### src/flash_protect_pkg.sv
// Shared constants for the flash program/erase protection block.
// Assumes a 25 MHz system clock and an AXI4-Lite register port.
package flash_protect_pkg;

  // Register bus geometry
  localparam int         AXI_AW         = 8;       // Byte address width
  localparam logic [7:0] OFF_CTRL_LOW   = 8'h00;   // flash_control_low
  localparam logic [7:0] OFF_CTRL_HIGH  = 8'h04;   // flash_control_high
  localparam logic [7:0] OFF_EBS_ONE    = 8'h08;   // erase_block_select_one
  localparam logic [7:0] OFF_EBS_TWO    = 8'h0c;   // erase_block_select_two
  localparam logic [7:0] OFF_EMU        = 8'h10;   // emulation_register
  localparam logic [7:0] OFF_STATUS     = 8'h14;   // Mode and error status
  localparam logic [1:0] RESP_OKAY      = 2'h0;    // AXI OKAY
  localparam logic [1:0] RESP_SLVERR    = 2'h2;    // AXI SLVERR, unmapped

  // Control register fields, same layout in both areas
  localparam int         BIT_PROG       = 0;       // Program bit
  localparam int         BIT_ERASE      = 1;       // Erase bit
  localparam int         BIT_PVER       = 2;       // Program-verify bit
  localparam int         BIT_EVER       = 3;       // Erase-verify bit
  localparam int         BIT_WE         = 6;       // Area write enable
  localparam int         BIT_ERR        = 7;       // Error flag, high reg only
  localparam logic [7:0] CTRL_WMASK     = 8'h4f;   // Writable control bits

  // Emulation register fields
  localparam int         EMU_SEL_BIT    = 3;       // emulation_select
  localparam int         OVL_SEL_W      = 3;       // overlay_block_select width

  // Reset values
  localparam logic [7:0] CTRL_RESET     = 8'h00;
  localparam logic [7:0] EBS_RESET      = 8'h00;
  localparam logic [3:0] EMU_RESET      = 4'h0;

  // Flash address map
  localparam logic [31:0] AREA_LOW_BASE  = 32'h0000_0000;
  localparam logic [31:0] AREA_LOW_LAST  = 32'h0003_ffff;
  localparam logic [31:0] AREA_HIGH_BASE = 32'h0004_0000;
  localparam logic [31:0] AREA_HIGH_LAST = 32'h0007_ffff;
  localparam int          AREA_BIT       = 18;     // Selects low/high area
  localparam int          BLK_LSB        = 15;     // 32 KB erase blocks
  localparam int          OVL_WIN_W      = 12;     // 4 KB overlay window
  localparam logic [31:0] RAM_OVL_BASE   = 32'hffff_f000;

  // Software recovery time after clearing area write enable
  localparam int CLK_MHZ     = 25;
  localparam int WRITE_ENABLE_CLEAR_RECOVERY_US   = 100;
  localparam int CSWE_CYCLES = WRITE_ENABLE_CLEAR_RECOVERY_US * CLK_MHZ;

endpackage : flash_protect_pkg

### src/area_gate.sv
// Entry gate for program, erase and verify modes of one flash area.
// Purely combinational; the caller registers the results.
`timescale 1ns/1ps
module area_gate (
  // Stored control state of the area
  input  wire logic       we,
  input  wire logic       prog_bit,
  input  wire logic       erase_bit,
  input  wire logic       pver_bit,
  input  wire logic       ever_bit,
  input  wire logic [7:0] blocks,
  // Global protection state
  input  wire logic       emu_sel,
  input  wire logic       err,
  // Gate results
  output logic            sw_protect,
  output logic            prog_ok,
  output logic            erase_ok,
  output logic            verify_ok
);

  // Software protection: area locked or emulation running
  assign sw_protect = ~we | emu_sel;

  // Program needs open area and no error protection
  assign prog_ok    = ~sw_protect & ~err & prog_bit;

  // Erase also needs a selected block in this area
  assign erase_ok   = ~sw_protect & ~err & erase_bit & (|blocks);

  // Verify stays reachable under error protection
  assign verify_ok  = we & (pver_bit | ever_bit);

endmodule : area_gate

### src/overlay_map.sv
// RAM overlay decode: maps a window of RAM over one flash block.
// Combinational; the address comes from the CPU on the same clock.
`timescale 1ns/1ps
module overlay_map (
  // Overlay setup
  input  wire logic        emu_sel,
  input  wire logic [2:0]  ovl_sel,
  input  wire logic        user_mode_ok,
  // CPU address
  input  wire logic [31:0] cpu_addr,
  // Decode results
  output logic             redirect,
  output logic             refuse,
  output logic [31:0]      ram_addr
);

  logic        active;    // Overlay in force
  logic [31:0] blk_base;  // Base of the overlaid block

  // Only in user or user program mode; clearing select releases it
  assign active   = emu_sel & user_mode_ok;

  // Select value zero picks erase_block_zero
  assign blk_base = {29'h0, ovl_sel} << flash_protect_pkg::BLK_LSB;

  // Flash reads of the window go to RAM instead
  assign redirect = active &
    (cpu_addr[31:flash_protect_pkg::OVL_WIN_W] ==
     blk_base[31:flash_protect_pkg::OVL_WIN_W]);

  // Direct access to the overlapping RAM is refused
  assign refuse   = active &
    (cpu_addr[31:flash_protect_pkg::OVL_WIN_W] ==
     flash_protect_pkg::RAM_OVL_BASE[31:flash_protect_pkg::OVL_WIN_W]);

  // RAM address seen through the window
  assign ram_addr = flash_protect_pkg::RAM_OVL_BASE |
    {20'h0, cpu_addr[flash_protect_pkg::OVL_WIN_W-1:0]};

endmodule : overlay_map

### src/flash_protect.sv
// Flash program/erase protection: registers, mode gating, error lock.
// Assumes CPU event inputs on this clock, pins raw, AXI4-Lite master.
//
// Functional notes
// - Low area locked while its enable clear
// - High area locked while its enable clear
// - Protected: program/erase bits ignored, no program or erase mode
// - Erase per selected block; none selected blocks all
// - Emulation select locks every block
// - Malfunction sets error flag, enters error protection
// - Error keeps registers, aborts active mode
// - Under error no program or erase entry
// - Under error verify bits still work
// - Flash read of busy area raises error
// - Sleep during program/erase raises error
// - Only power-on reset or standby clears error
// - Emulation register maps RAM over flash block
// - Overlaid flash and overlapping RAM blocked
// - Overlay only in user modes
// - Select zero overlays erase block zero
// - Clearing emulation select releases overlay
//
// Decided for this implementation: the address map and register access over AXI4-Lite.
`timescale 1ns/1ps
module flash_protect (
  // Clock, reset, enable
  input  wire logic        clock,
  input  wire logic        reset_n,
  input  wire logic        ce,
  // AXI4-Lite write channels
  input  wire logic [7:0]  s_axi_awaddr,
  input  wire logic        s_axi_awvalid,
  output logic             s_axi_awready,
  input  wire logic [31:0] s_axi_wdata,
  input  wire logic [3:0]  s_axi_wstrb,
  input  wire logic        s_axi_wvalid,
  output logic             s_axi_wready,
  output logic [1:0]       s_axi_bresp,
  output logic             s_axi_bvalid,
  input  wire logic        s_axi_bready,
  // AXI4-Lite read channels
  input  wire logic [7:0]  s_axi_araddr,
  input  wire logic        s_axi_arvalid,
  output logic             s_axi_arready,
  output logic [31:0]      s_axi_rdata,
  output logic [1:0]       s_axi_rresp,
  output logic             s_axi_rvalid,
  input  wire logic        s_axi_rready,
  // CPU events, same clock
  input  wire logic        cpu_read,
  input  wire logic [31:0] cpu_addr,
  input  wire logic        cpu_sleep,
  // Pins from outside the clock domain
  input  wire logic        hw_standby,
  input  wire logic        user_mode,
  // Flash array controls
  output logic [1:0]       program_mode,
  output logic [1:0]       erase_mode,
  output logic [1:0]       verify_mode,
  output logic [15:0]      erase_target,
  output logic             flash_error_flag,
  // Overlay decode
  output logic             ovl_redirect,
  output logic             ovl_refuse,
  output logic [31:0]      ovl_ram_addr
);

  // Whole state of the block
  typedef struct packed {
    logic            stby_s1;      // Standby sync stage one
    logic            stby_s2;      // Standby sync stage two
    logic            umode_s1;     // User mode sync stage one
    logic            umode_s2;     // User mode sync stage two
    logic [1:0][7:0] ctl;          // Control registers per area
    logic [1:0][7:0] ebs;          // Block select registers
    logic [3:0]      emu;          // Emulation register
    logic            err;          // Flash error flag
    logic [1:0]      prg;          // Program mode per area
    logic [1:0]      ers;          // Erase mode per area
    logic [1:0]      ver;          // Verify mode per area
    logic [15:0]     ers_tgt;      // Blocks under erase
    logic            ovl_redirect; // Registered overlay hit
    logic            ovl_refuse;   // Registered RAM refusal
    logic [31:0]     ovl_ram_addr; // Registered RAM address
    logic            awready;      // AXI write address ready
    logic            wready;       // AXI write data ready
    logic            aw_got;       // Address held
    logic            w_got;        // Data held
    logic            w_en;         // Low byte lane enabled
    logic [7:0]      aw_addr;      // Held write address
    logic [7:0]      w_data;       // Held write data
    logic            bvalid;       // Write response valid
    logic [1:0]      bresp;        // Write response code
    logic            arready;      // Read address ready
    logic            rvalid;       // Read data valid
    logic [1:0]      rresp;        // Read response code
    logic [31:0]     rdata;        // Read data
  } state_s;

  state_s      st_ff;       // Registered state
  state_s      nxt_st;      // Next state
  logic [1:0]  sw_prot;     // Software protection per area
  logic [1:0]  prog_ok;     // Program entry allowed
  logic [1:0]  erase_ok;    // Erase entry allowed
  logic [1:0]  verify_ok;   // Verify entry allowed
  logic        ovl_hit_c;   // Overlay decode, unregistered
  logic        ovl_ref_c;   // RAM refusal, unregistered
  logic [31:0] ovl_addr_c;  // RAM address, unregistered
  logic [7:0]  wdat;        // Control write after masking
  logic        cpu_area;    // Area of CPU address
  logic        in_flash;    // CPU address inside flash
  logic        rd_err;      // Busy-area read event
  logic        sleep_err;   // Sleep during operation event

  // Offset decode shared by read and write
  function automatic logic reg_mapped(input logic [7:0] a);
    return (a == flash_protect_pkg::OFF_CTRL_LOW) || (a == flash_protect_pkg::OFF_CTRL_HIGH) ||
           (a == flash_protect_pkg::OFF_EBS_ONE)  || (a == flash_protect_pkg::OFF_EBS_TWO)  ||
           (a == flash_protect_pkg::OFF_EMU)      || (a == flash_protect_pkg::OFF_STATUS);
  endfunction : reg_mapped

  // Read mux; error flag comes from its own flop only
  function automatic logic [31:0] read_word(input state_s s, input logic [7:0] a);
    logic [31:0] v;
    v = 32'h0;
    case (a)
      flash_protect_pkg::OFF_CTRL_LOW:  v = {24'h0, s.ctl[0]};
      flash_protect_pkg::OFF_CTRL_HIGH: v = {24'h0, s.err, s.ctl[1][6:0]};
      flash_protect_pkg::OFF_EBS_ONE:   v = {24'h0, s.ebs[0]};
      flash_protect_pkg::OFF_EBS_TWO:   v = {24'h0, s.ebs[1]};
      flash_protect_pkg::OFF_EMU:       v = {28'h0, s.emu};
      flash_protect_pkg::OFF_STATUS:    v = {24'h0, s.err, 1'b0, s.ver, s.ers, s.prg};
      default:                          v = 32'h0;
    endcase
    return v;
  endfunction : read_word

  // Entry gates, one per area
  for (genvar g = 0; g < 2; g++) begin : g_area
    area_gate u_gate (
      .we         (st_ff.ctl[g][flash_protect_pkg::BIT_WE]),
      .prog_bit   (st_ff.ctl[g][flash_protect_pkg::BIT_PROG]),
      .erase_bit  (st_ff.ctl[g][flash_protect_pkg::BIT_ERASE]),
      .pver_bit   (st_ff.ctl[g][flash_protect_pkg::BIT_PVER]),
      .ever_bit   (st_ff.ctl[g][flash_protect_pkg::BIT_EVER]),
      .blocks     (st_ff.ebs[g]),
      .emu_sel    (st_ff.emu[flash_protect_pkg::EMU_SEL_BIT]),
      .err        (st_ff.err),
      .sw_protect (sw_prot[g]),
      .prog_ok    (prog_ok[g]),
      .erase_ok   (erase_ok[g]),
      .verify_ok  (verify_ok[g])
    );
  end

  // RAM overlay decode
  overlay_map u_overlay (
    .emu_sel      (st_ff.emu[flash_protect_pkg::EMU_SEL_BIT]),
    .ovl_sel      (st_ff.emu[flash_protect_pkg::OVL_SEL_W-1:0]),
    .user_mode_ok (st_ff.umode_s2),
    .cpu_addr     (cpu_addr),
    .redirect     (ovl_hit_c),
    .refuse       (ovl_ref_c),
    .ram_addr     (ovl_addr_c)
  );

  // Next-state logic for bus, registers, error lock and modes
  always_comb begin
    nxt_st    = st_ff;
    wdat      = 8'h00;
    cpu_area  = cpu_addr[flash_protect_pkg::AREA_BIT];
    in_flash  = (cpu_addr <= flash_protect_pkg::AREA_HIGH_LAST);
    rd_err    = 1'b0;
    sleep_err = 1'b0;

    // Pin synchronisers
    nxt_st.stby_s1  = hw_standby;
    nxt_st.stby_s2  = st_ff.stby_s1;
    nxt_st.umode_s1 = user_mode;
    nxt_st.umode_s2 = st_ff.umode_s1;

    // Address and data are taken in either order
    if (s_axi_awvalid && st_ff.awready) begin
      nxt_st.aw_got  = 1'b1;
      nxt_st.aw_addr = s_axi_awaddr;
    end
    if (s_axi_wvalid && st_ff.wready) begin
      nxt_st.w_got  = 1'b1;
      nxt_st.w_data = s_axi_wdata[7:0];
      nxt_st.w_en   = s_axi_wstrb[0];
    end
    if (st_ff.bvalid && s_axi_bready) begin
      nxt_st.bvalid = 1'b0;
    end

    // Both halves held: commit the write and answer
    if (st_ff.aw_got && st_ff.w_got && !st_ff.bvalid) begin
      nxt_st.aw_got = 1'b0;
      nxt_st.w_got  = 1'b0;
      nxt_st.bvalid = 1'b1;
      nxt_st.bresp  = reg_mapped(st_ff.aw_addr) ? flash_protect_pkg::RESP_OKAY
                                                : flash_protect_pkg::RESP_SLVERR;
      if (st_ff.w_en) begin
        for (int a = 0; a < 2; a++) begin
          // Control write; error bit is never written
          if (st_ff.aw_addr == (a == 0 ? flash_protect_pkg::OFF_CTRL_LOW
                                       : flash_protect_pkg::OFF_CTRL_HIGH)) begin
            wdat = st_ff.w_data & flash_protect_pkg::CTRL_WMASK;
            // Protected area drops program and erase requests
            if (sw_prot[a]) begin
              wdat[flash_protect_pkg::BIT_PROG]  = 1'b0;
              wdat[flash_protect_pkg::BIT_ERASE] = 1'b0;
            end
            nxt_st.ctl[a] = wdat;
          end
          // Block select write
          if (st_ff.aw_addr == (a == 0 ? flash_protect_pkg::OFF_EBS_ONE
                                       : flash_protect_pkg::OFF_EBS_TWO)) begin
            nxt_st.ebs[a] = st_ff.w_data;
          end
        end
        // Emulation register write
        if (st_ff.aw_addr == flash_protect_pkg::OFF_EMU) begin
          nxt_st.emu = st_ff.w_data[3:0];
        end
      end
    end
    // Each ready only while its own half is not held and no response is pending
    nxt_st.awready = !nxt_st.aw_got && !nxt_st.bvalid;
    nxt_st.wready  = !nxt_st.w_got && !nxt_st.bvalid;

    // Read channel, one read in flight
    if (st_ff.rvalid && s_axi_rready) begin
      nxt_st.rvalid = 1'b0;
    end
    if (s_axi_arvalid && st_ff.arready) begin
      nxt_st.rvalid = 1'b1;
      nxt_st.rdata  = read_word(st_ff, s_axi_araddr);
      nxt_st.rresp  = reg_mapped(s_axi_araddr) ? flash_protect_pkg::RESP_OKAY
                                               : flash_protect_pkg::RESP_SLVERR;
    end
    nxt_st.arready = !nxt_st.rvalid;

    // Reading the busy area, fetches included, is a malfunction
    rd_err    = cpu_read && in_flash && (st_ff.prg[cpu_area] || st_ff.ers[cpu_area]);
    // Sleep or software standby while busy is a malfunction
    sleep_err = cpu_sleep && ((|st_ff.prg) || (|st_ff.ers));
    // Error is sticky; registers are left untouched
    if (rd_err || sleep_err) begin
      nxt_st.err = 1'b1;
    end

    // Hardware standby clears registers and the error lock
    if (st_ff.stby_s2) begin
      nxt_st.ctl = {2{flash_protect_pkg::CTRL_RESET}};
      nxt_st.ebs = {2{flash_protect_pkg::EBS_RESET}};
      nxt_st.emu = flash_protect_pkg::EMU_RESET;
      nxt_st.err = 1'b0;
    end

    // Modes follow the gates; an error aborts program and erase at once
    for (int a = 0; a < 2; a++) begin
      nxt_st.prg[a] = prog_ok[a] && !nxt_st.err && !st_ff.stby_s2;
      nxt_st.ers[a] = erase_ok[a] && !nxt_st.err && !st_ff.stby_s2;
      nxt_st.ver[a] = verify_ok[a] && !st_ff.stby_s2;
    end
    // Only selected blocks see the erase
    nxt_st.ers_tgt = {st_ff.ebs[1] & {8{nxt_st.ers[1]}},
                      st_ff.ebs[0] & {8{nxt_st.ers[0]}}};

    // Overlay results registered so outputs come from flops
    nxt_st.ovl_redirect = ovl_hit_c;
    nxt_st.ovl_refuse   = ovl_ref_c;
    nxt_st.ovl_ram_addr = ovl_addr_c;
  end

  // State register; reset is power-on, clock enable freezes all
  always_ff @(posedge clock) begin
    if (!reset_n) begin
      st_ff <= '0;
    end else if (ce) begin
      st_ff <= nxt_st;
    end
  end

  // Outputs straight from flops
  assign s_axi_awready    = st_ff.awready;
  assign s_axi_wready     = st_ff.wready;
  assign s_axi_bresp      = st_ff.bresp;
  assign s_axi_bvalid     = st_ff.bvalid;
  assign s_axi_arready    = st_ff.arready;
  assign s_axi_rdata      = st_ff.rdata;
  assign s_axi_rresp      = st_ff.rresp;
  assign s_axi_rvalid     = st_ff.rvalid;
  assign program_mode     = st_ff.prg;
  assign erase_mode       = st_ff.ers;
  assign verify_mode      = st_ff.ver;
  assign erase_target     = st_ff.ers_tgt;
  assign flash_error_flag = st_ff.err;
  assign ovl_redirect     = st_ff.ovl_redirect;
  assign ovl_refuse       = st_ff.ovl_refuse;
  assign ovl_ram_addr     = st_ff.ovl_ram_addr;

  // Low area locked one cycle after its enable is clear
  a_low_area_guard : assert property (
    @(posedge clock) disable iff (!reset_n)
    $past(ce && !st_ff.ctl[0][flash_protect_pkg::BIT_WE]) |-> !st_ff.prg[0] && !st_ff.ers[0])
    else $error("low area mode while write enable clear");

  // High area likewise
  a_high_area_guard : assert property (
    @(posedge clock) disable iff (!reset_n)
    $past(ce && !st_ff.ctl[1][flash_protect_pkg::BIT_WE]) |-> !st_ff.prg[1] && !st_ff.ers[1])
    else $error("high area mode while write enable clear");

  // Emulation select locks every block
  a_emu_lock_all : assert property (
    @(posedge clock) disable iff (!reset_n)
    $past(ce && st_ff.emu[flash_protect_pkg::EMU_SEL_BIT]) |-> (st_ff.prg == 2'h0) &&
    (st_ff.ers == 2'h0))
    else $error("mode entered under emulation select");

  // No block selected means no erase
  a_no_block_erase : assert property (
    @(posedge clock) disable iff (!reset_n)
    $past(ce && st_ff.ebs[0] == 8'h00 && st_ff.ebs[1] == 8'h00) |-> st_ff.ers == 2'h0)
    else $error("erase with no block selected");

  // Busy-area read raises the flag next cycle
  a_read_sets_err : assert property (
    @(posedge clock) disable iff (!reset_n)
    ce && cpu_read && in_flash && (st_ff.prg[cpu_area] || st_ff.ers[cpu_area]) &&
    !st_ff.stby_s2 |=> st_ff.err && st_ff.prg == 2'h0 && st_ff.ers == 2'h0)
    else $error("busy area read did not raise error");

  // Sleep while busy raises the flag next cycle
  a_sleep_sets_err : assert property (
    @(posedge clock) disable iff (!reset_n)
    ce && cpu_sleep && (st_ff.prg != 2'h0 || st_ff.ers != 2'h0) && !st_ff.stby_s2
    |=> st_ff.err)
    else $error("sleep while busy did not raise error");

  // Error stays until standby or reset
  a_error_sticky : assert property (
    @(posedge clock) disable iff (!reset_n)
    st_ff.err && !st_ff.stby_s2 |=> st_ff.err)
    else $error("error flag cleared without standby");

  // No program or erase while error stands
  a_no_reentry : assert property (
    @(posedge clock) disable iff (!reset_n)
    st_ff.err |-> st_ff.prg == 2'h0 && st_ff.ers == 2'h0)
    else $error("mode active under error protection");

  // Verify still entered under error
  a_verify_in_err : assert property (
    @(posedge clock) disable iff (!reset_n)
    $past(ce && st_ff.err && !st_ff.stby_s2 && st_ff.ctl[0][flash_protect_pkg::BIT_WE] &&
    st_ff.ctl[0][flash_protect_pkg::BIT_PVER]) |-> st_ff.ver[0])
    else $error("verify refused under error");

  // Select zero redirects the first window of block zero
  a_overlay_zero : assert property (
    @(posedge clock) disable iff (!reset_n)
    ce && st_ff.emu == 4'h8 && st_ff.umode_s2 && cpu_addr[31:12] == 20'h0
    |=> st_ff.ovl_redirect)
    else $error("overlay of block zero missing");

endmodule : flash_protect

### config.mk
export PLATFORM = sky130hd
export DESIGN_NAME = flash_protect
export DESIGN_NICKNAME = d
export VERILOG_FILES = /design/src/flash_protect_pkg.sv /design/src/area_gate.sv /design/src/overlay_map.sv /design/src/flash_protect.sv
export SDC_FILE = /design/constraint.sdc
export NUM_CORES = 1
export LEC_CHECK = 0
export ABC_AREA = 1
export BUFFER_PORTS_ARGS = -buffer_cell sky130_fd_sc_hd__buf_2
export CORE_AREA = 2 2 112 195
export DETAILED_ROUTE_END_ITERATION = 10
export DIE_AREA = 0 0 114 197
export GPL_TIMING_DRIVEN = 1
export SYNTH_ARGS = -nofsm -noshare
export SYNTH_HDL_FRONTEND = slang
export SYNTH_HIERARCHICAL = 1
export SYNTH_SLANG_ARGS = --single-unit
### constraint.sdc
create_clock -name clock -period 1.6 [get_ports clock]
set_input_delay 0 -clock clock [delete_from_list [all_inputs] [get_ports clock]]
set_output_delay 0 -clock clock [all_outputs]
set_load 0.005 [all_outputs]
==> metrics, run 1 <==
outcome=finished, final reports clean; insertion delay to the later sink of the worst-skew pair=around 0.42 ns; n_diodes=0; Synth top area share=between 30% and 40%; most common cell after layout, fill and taps aside=nor2_1; Hold Fails Final Rpt=0; highest-count cells in the layout ignoring fill and taps=222 x nor2_1, 140 x buf_2, 125 x dfxtp_1; Setup Crit Path Kind=reg -> reg; complex-gate fraction of the synthesized area=14.0%; final instance area=around 7700 um2; post-synthesis cell area=~6400 um2; maximum VDD drop=between 0.0005 and 0.0006 V; overall power=7.63 mW; final period utilization=between 90% and 100%; clock sinks=125; sequential fraction of the synthesis area=39.3%; skew final=0.0114 ns; EDFF count, synth=0; largest family of logic cells by synthesized area=simple AND/OR/NAND/NOR gates; Yosys reg bits=~130; dpl hpwl=12300 um; Core ar.=~21000 um2; worst-case clock buffer depth=2; PnR worst setup slack=approximately 0.080 ns; Final Util=a little under two fifths; die area=approximately 22000 um2; clk slew on worst S/H paths=~0.06 ns; die width=between 100 and 150 um; min cycle time layout=between 1.5 and 2 ns; per-cell routed wire length=roughly 13 um; Hold Path Class=in -> reg; mux cell area share after synthesis=0%; total gr overflow=0; initial antenna violation count=0; FP Rows=70; # H-tree levels=4; Final Max Slew Viols=0; setup_tns=0 ns; largest net degree at the start of global routing=49; initial core utilization=30.5%; vias in the first global route=5338; drc violations=0; Synth cell types=38; XOR/XNOR share of the synthesized area=0%; cells along the critical path=inv_1 -> nor3_4 -> nand2_2 -> o22ai_4 -> buf_12 -> nand2_2 -> o21ai_0 -> nor2_1; Data required, critical path=~1.9 ns; Simple-Gate Fraction of Synth Area=about a quarter; CP most frequent cell=nand2_2; Syn. warnings=6; pwr dens=roughly 990 nW/um2; Setup crit end kind=flip-flop; Ports=194; Place WS=~0.059 ns; slowest CP cell=dfxtp_1; Synth area leader=dfxtp_1; LEAKAGE=around 3.5 nW; f_max=approximately 660 MHz; Synth Flop Type=dfxtp_1; mean number of vias per cell=4.31; DR pass1 iterations=4; First DRT Iteration DRCs=199; Worst Path Max Fanout=6; crit path DAT=between 1.5 and 2 ns; final setup fails=0; Mapped Cells=916; via count=between 5000 and 6000; fraction of layout cells with a size suffix above 1=between 20 and 25%; Clock Tree Root=clkbuf_16; Post-synth ARST share=0%; fin nets=between 1000 and 1500; GRT Overall Usage=between 10% and 20%; Synth-to-Final Area Change=21.7%; crit-path max cell delay=approximately 0.34 ns; Post-Syn Area per Cell=6.94 um2; Placement Cell Area=between 6000 and 7000 um2; Adder-Cell Fraction of Synth Area=0%; CTS tree=built; Die Y=around 200 um; post-detailed-routing wire length=16800 um; Max-Cap Viols=0; remaining antenna violation count=0; IO Port Bufs=140; clock buffer count from CTS=17; unrepaired setup endpoints after global routing=yes; GP Congestion=around 0.9; crit start category=flip-flop; Synth area leaders=dfxtp_1 39%, buf_4 14%, nor2_1 13%; R2R Setup Slk=about 0.080 ns; global-route wire length before repair=about 26000 um
[area by class of cell]
cell class / instances / area (um2)
Fill cell: 2263 / 13100
Multi-Input combinational cell: 585 / 2660
Sequential cell: 125 / 2500
Timing Repair Buffer: 207 / 1340
Clock buffer: 17 / 425
Inverter: 100 / 382
Tap cell: 252 / 315
Clock inverter: 13 / 120
[Yosys cell counts, types with 3 or more instances]
| library cell | count |
|---|---|
| nand3_1 | 22 |
| o21ai_0 | 94 |
| dfxtp_1 | 125 |
| nand4_1 | 6 |
| nor2_1 | 223 |
| a21oi_1 | 55 |
| a211oi_1 | 4 |
| clkinv_1 | 3 |
| buf_4 | 122 |
| inv_1 | 96 |
| nor3_1 | 5 |
| o22ai_1 | 3 |
| buf_1 | 6 |
| nand2_2 | 5 |
| nand2_1 | 95 |
| clkbuf_1 | 20 |
[critical path, delay by kind of cell, from the launching register on]
| kind | cells | cell delay (ns) |
|---|---|---|
| simple gates | 4 | 0.47 |
| compound gates | 2 | 0.37 |
| buf+inv | 2 | 0.24 |
| flops | 1 | 0.34 |
[timing repair]
item,in CTS,in global routing
endpoints found under the hold margin,38,0
hold buffers,38,0
setup buffers,0,4
setup endpoints to repair,0,36
gates resized for setup,0,26
[per-stage QoR]
stage               cells  hold WS, ns
floorplan             960        0.135
global placement     1225        0.221
detailed placement   1225        0.228
CTS                  1293       0.0112
global route         1299       0.0596
finish               1299       0.0202
[logic make-up after synthesis]
family	count (synthesis)
AND/OR/NAND/NOR	371
flip-flops	125
other	2
AO/OA/AOI/OAI	166
buffers and inverters	252
[state kept, by name, summed over array words and instances (netlist names), 2 cells and up]
register	flops
st_ff	51
ovl_ram_addr	32
erase_target	16
s_axi_rdata	8
erase_mode	2
nxt_st	2
program_mode	2
verify_mode	2
[metal layers]
layer	track usage [%]	share of wire, %
met1	14.0	36
met5	0	0
met2	29.1	55
met3	3.14	5.0
met4	8.18	4.2
[final timing paths]
kind	start	end	depth (start not counted)
worst max-delay path	st_ff[56]$_SDFFE_PN0P_	st_ff[119]$_SDFFE_PN0P_	8
worst min-delay path	cpu_addr[15]	ovl_refuse$_SDFFE_PN0P_	5
worst max register to register	st_ff[56]$_SDFFE_PN0P_	st_ff[119]$_SDFFE_PN0P_	8
worst min register to register	st_ff[41]$_SDFFE_PN0P_	st_ff[41]$_SDFFE_PN0P_	2
[power by group]
part	internal [mW]	switching [mW]	leakage, nW
Combinational	0.326	0.425	2.23
Clock	2.12	1.47	0.261
Sequential	3.22	0.0576	1.02
Total	5.67	1.95	3.51
Note: power is estimated with default switching activity, not from simulation.
==> inputs of run 2 (changes only) <==
--- a/config.mk
+++ b/config.mk
@@ -11,6 +11,7 @@
 export DETAILED_ROUTE_END_ITERATION = 10
 export DIE_AREA = 0 0 114 197
 export GPL_TIMING_DRIVEN = 1
+export SETUP_SLACK_MARGIN = 0.3
 export SYNTH_ARGS = -nofsm -noshare
 export SYNTH_HDL_FRONTEND = slang
 export SYNTH_HIERARCHICAL = 1
==> run 2 against run 1 <==
Compared with the run above:
- sequential share of layout area decreased by 2.2 points
- global-route usage grew 1.0 points
- first-iteration DRC count fell by 13%
- clock skew fell by 0.0017 ns
- count of clock-buffer cells in the layout increased by 1
==> metrics, run 2 (same netlist as run 1, synthesis figures left out) <==
dpl hpwl=12400 um (was 12300 um); fraction of layout cells with a size suffix above 1=30.3% (was 21.9%); unrepaired setup endpoints after global routing=yes (unchanged); overall power=7.89 mW (was 7.63 mW); cells along the critical path=inv_2 -> nand4_1 -> nor2_2 -> nand2_2 -> o21ai_4 -> nand2_8 -> buf_8 -> o21ai_2 -> a21oi_1 (was inv_1 -> nor3_4 -> nand2_2 -> o22ai_4 -> buf_12 -> nand2_2 -> o21ai_0 -> nor2_1); per-cell routed wire length=13.4 um (was 13.0 um); pwr dens=944 nW/um2 (was 985 nW/um2); LEAKAGE=3.66 nW (was 3.51 nW); post-detailed-routing wire length=17800 um (was 16800 um); sequential share of power=41.6% (was 43.0%); GP Congestion=0.813 (was 0.908); mean number of vias per cell=4.37 (was 4.31); Final Max Slew Viols=0 (unchanged); drc violations=0 (unchanged); # fillers=2182 (was 2263); PnR worst setup slack=0.0535 ns (was 0.0802 ns); fin nets=1154 (was 1132); Data required, critical path=1.90 ns (was 1.91 ns); global-route wire length before repair=28000 um (was 26000 um); worst hold path cell count=5 (unchanged); final instance area=8360 um2 (was 7740 um2); maximum VDD drop=0.000647 V (was 0.000547 V); skew final=0.00967 ns (was 0.0114 ns); First DRT Iteration DRCs=174 (was 199); worst-case clock buffer depth=2 (unchanged); crit path DAT=1.85 ns (was 1.83 ns); Ports=194 (unchanged); WHS Endpoint=ovl_refuse$_SDFFE_PN0P_ (unchanged); switching fraction of total power=26.8% (was 25.6%); vias in the first global route=5716 (was 5338); switching pwr=2.11 mW (was 1.95 mW); Core ar.=20800 um2 (unchanged); crit start category=flip-flop (unchanged); Worst-Margin Slew=0.798 ns; f_max=647 MHz (was 658 MHz); clock buffer count from CTS=17 (unchanged); R2R Path End=st_ff[135]$_SDFFE_PN0P_ (was st_ff[119]$_SDFFE_PN0P_); final period utilization=96.7% (was 95.0%); total gr overflow=0 (unchanged); largest net degree at the start of global routing=83 (was 49); GRT Overall Usage=15.9% (was 14.9%); number of flip-flops in the largest register=51 (unchanged); internal power=5.78 mW (was 5.67 mW); Worst Reg-to-Reg Cells=9 (was 8); met2 wire len=9820 um (was 9250 um); CTS tree=built (unchanged); final setup fails=0 (unchanged); Worst Path Max Fanout=6 (unchanged); Die Y=197 um (unchanged); clk slew on worst S/H paths=0.06 ns (about the same); Synth-to-Final Area Change=31.4% (was 21.7%); Final Util=40.1% (was 37.1%); initial antenna violation count=1 (was 0); IO Port Bufs=140 (unchanged); die area=22500 um2 (unchanged); min cycle time layout=1.55 ns (was 1.52 ns); outcome=finished, final reports clean (unchanged); Setup Crit Path Kind=reg -> reg (unchanged); most flop-heavy register=st_ff (unchanged); wire length on met3=788 um (was 840 um); highest-count cells in the layout ignoring fill and taps=201 x nor2_1, 140 x buf_2, 115 x dfxtp_1 (was 222 x nor2_1, 140 x buf_2, 125 x dfxtp_1); DR pass1 iterations=5 (was 4); clock sinks=125 (unchanged); # H-tree levels=4 (unchanged); remaining antenna violation count=0 (unchanged); slowest CP cell=dfxtp_2 (was dfxtp_1); uppermost routed layer=met4 (unchanged); routed length on met1=6320 um (was 6050 um); most common cell after layout, fill and taps aside=nor2_1 (unchanged); Place WS=-0.0238 ns (was 0.0594 ns); clock power share=47.4% (was 47.1%); Clock Tree Root=clkbuf_16 (unchanged); Reg-to-Reg Start=st_ff[52]$_SDFFE_PN0P_ (was st_ff[56]$_SDFFE_PN0P_); via count=5790 (was 5601); Worst slew margin=a little under half; Hold Fails Final Rpt=0 (unchanged); R2R Setup Slk=0.05 ns (was 0.08 ns); Setup crit end kind=flip-flop (unchanged); Placement Cell Area=6700 um2 (was 6710 um2); Max-Cap Viols=0 (unchanged); crit-path max cell delay=0.33 ns (was 0.34 ns); initial core utilization=30.5% (unchanged); insertion delay to the later sink of the worst-skew pair=0.42 ns (about the same); HP Start=cpu_addr[14] (was cpu_addr[15]); Hold Path Class=in -> reg (unchanged); die width=114 um (unchanged); Hold WS=0.0362 ns (was 0.0202 ns); FP Rows=70 (unchanged); Comb pwr share=11.0% (was 9.8%)
==> run 2: changes by cell type in the layout (fill, tap and decap cells not counted), moves of 9 or more <==
| cell | before | now |
|---|---|---|
| buf_4 | 26 | 36 |
| buf_6 | 0 | 11 |
| dfxtp_1 | 125 | 115 |
| dfxtp_2 | 0 | 9 |
| nor2_1 | 222 | 201 |
| nor2_2 | 3 | 18 |
| o21ai_2 | 2 | 12 |
==> run 2: worst max-delay path by stage <==
stage	end	from	slack (ns)
finish	st_ff[135]$_SDFFE_PN0P_	st_ff[52]$_SDFFE_PN0P_	0.05
global route	st_ff[132]$_SDFFE_PN0P_	st_ff[52]$_SDFFE_PN0P_	-0.007
CTS	st_ff[135]$_SDFFE_PN0P_	st_ff[53]$_SDFFE_PN0P_	0.13
detailed placement	erase_target[7]$_SDFFE_PN0P_	erase_mode[1]$_SDFFE_PN0P_	-0.02
global placement	erase_target[7]$_SDFFE_PN0P_	erase_mode[1]$_SDFFE_PN0P_	-0.007
floorplan	st_ff[135]$_SDFFE_PN0P_	st_ff[57]$_SDFFE_PN0P_	0.21
==> run 2: metrics by stage <==
| step | setup TNS [ns] | instances |
|---|---|---|
| 3_5_place_dp | -0.0618 | 1221 |
| 4_1_cts | 0 | 1313 |
| 5_1_grt | -0.00949 | 1324 |
| 3_3_place_gp | -0.00721 | 1221 |
| 2_1_floorplan | 0 | 960 |
| 6_report | 0 | 1324 |
==> run 2: routing by layer <==
layer,global-route usage [%],up-vias
met5,0,-
met4,9.62,0
met3,3.66,39
met2,30.1,165
met1,15.3,2579
li1,-,3007
==> run 2: worst max-delay path, delay by kind of cell, from the launching register on <==
family                 cells  cell delay, ns
buffers and inverters      2            0.20
AOI/OAI and AO/OA          3            0.37
and+or+nand+nor            4            0.52
DFF                        1            0.33
==> run 2: power groups by stage <==
| stage | clock (mW) | sequential (mW) | combinational (mW) |
|---|---|---|---|
| 6_report | 3.74 | 3.28 | 0.867 |
| 5_1_grt | 3.96 | 3.30 | 0.967 |
| 4_1_cts | 3.84 | 3.28 | 0.831 |
| 3_5_place_dp | 0 | 3.35 | 0.637 |
| 3_3_place_gp | 0 | 3.35 | 0.628 |
| 2_1_floorplan | 0 | 3.34 | 0.535 |
==> run 2: area by class of cell <==
| type | instances | area [um2] | area share [%] |
|---|---|---|---|
| antenna | 1 | 2.50 | 0.0299 |
| clock buffer | 18 | 429 | 5.13 |
| clock inverter | 14 | 136 | 1.63 |
| inverter | 100 | 389 | 4.66 |
| multi-input combinational | 586 | 3010 | 36.0 |
| sequential | 125 | 2520 | 30.1 |
| tap | 252 | 315 | 3.77 |
| timing repair buffer | 228 | 1560 | 18.7 |
==> run 2: timing repair <==
item	CTS	global route
hold buffers	35	0
resized for setup	82	48
pin swaps	21	19
cloned	3	0
buffers inserted	22	10
endpoints found under the hold margin	36	0
setup endpoints to repair	54	55
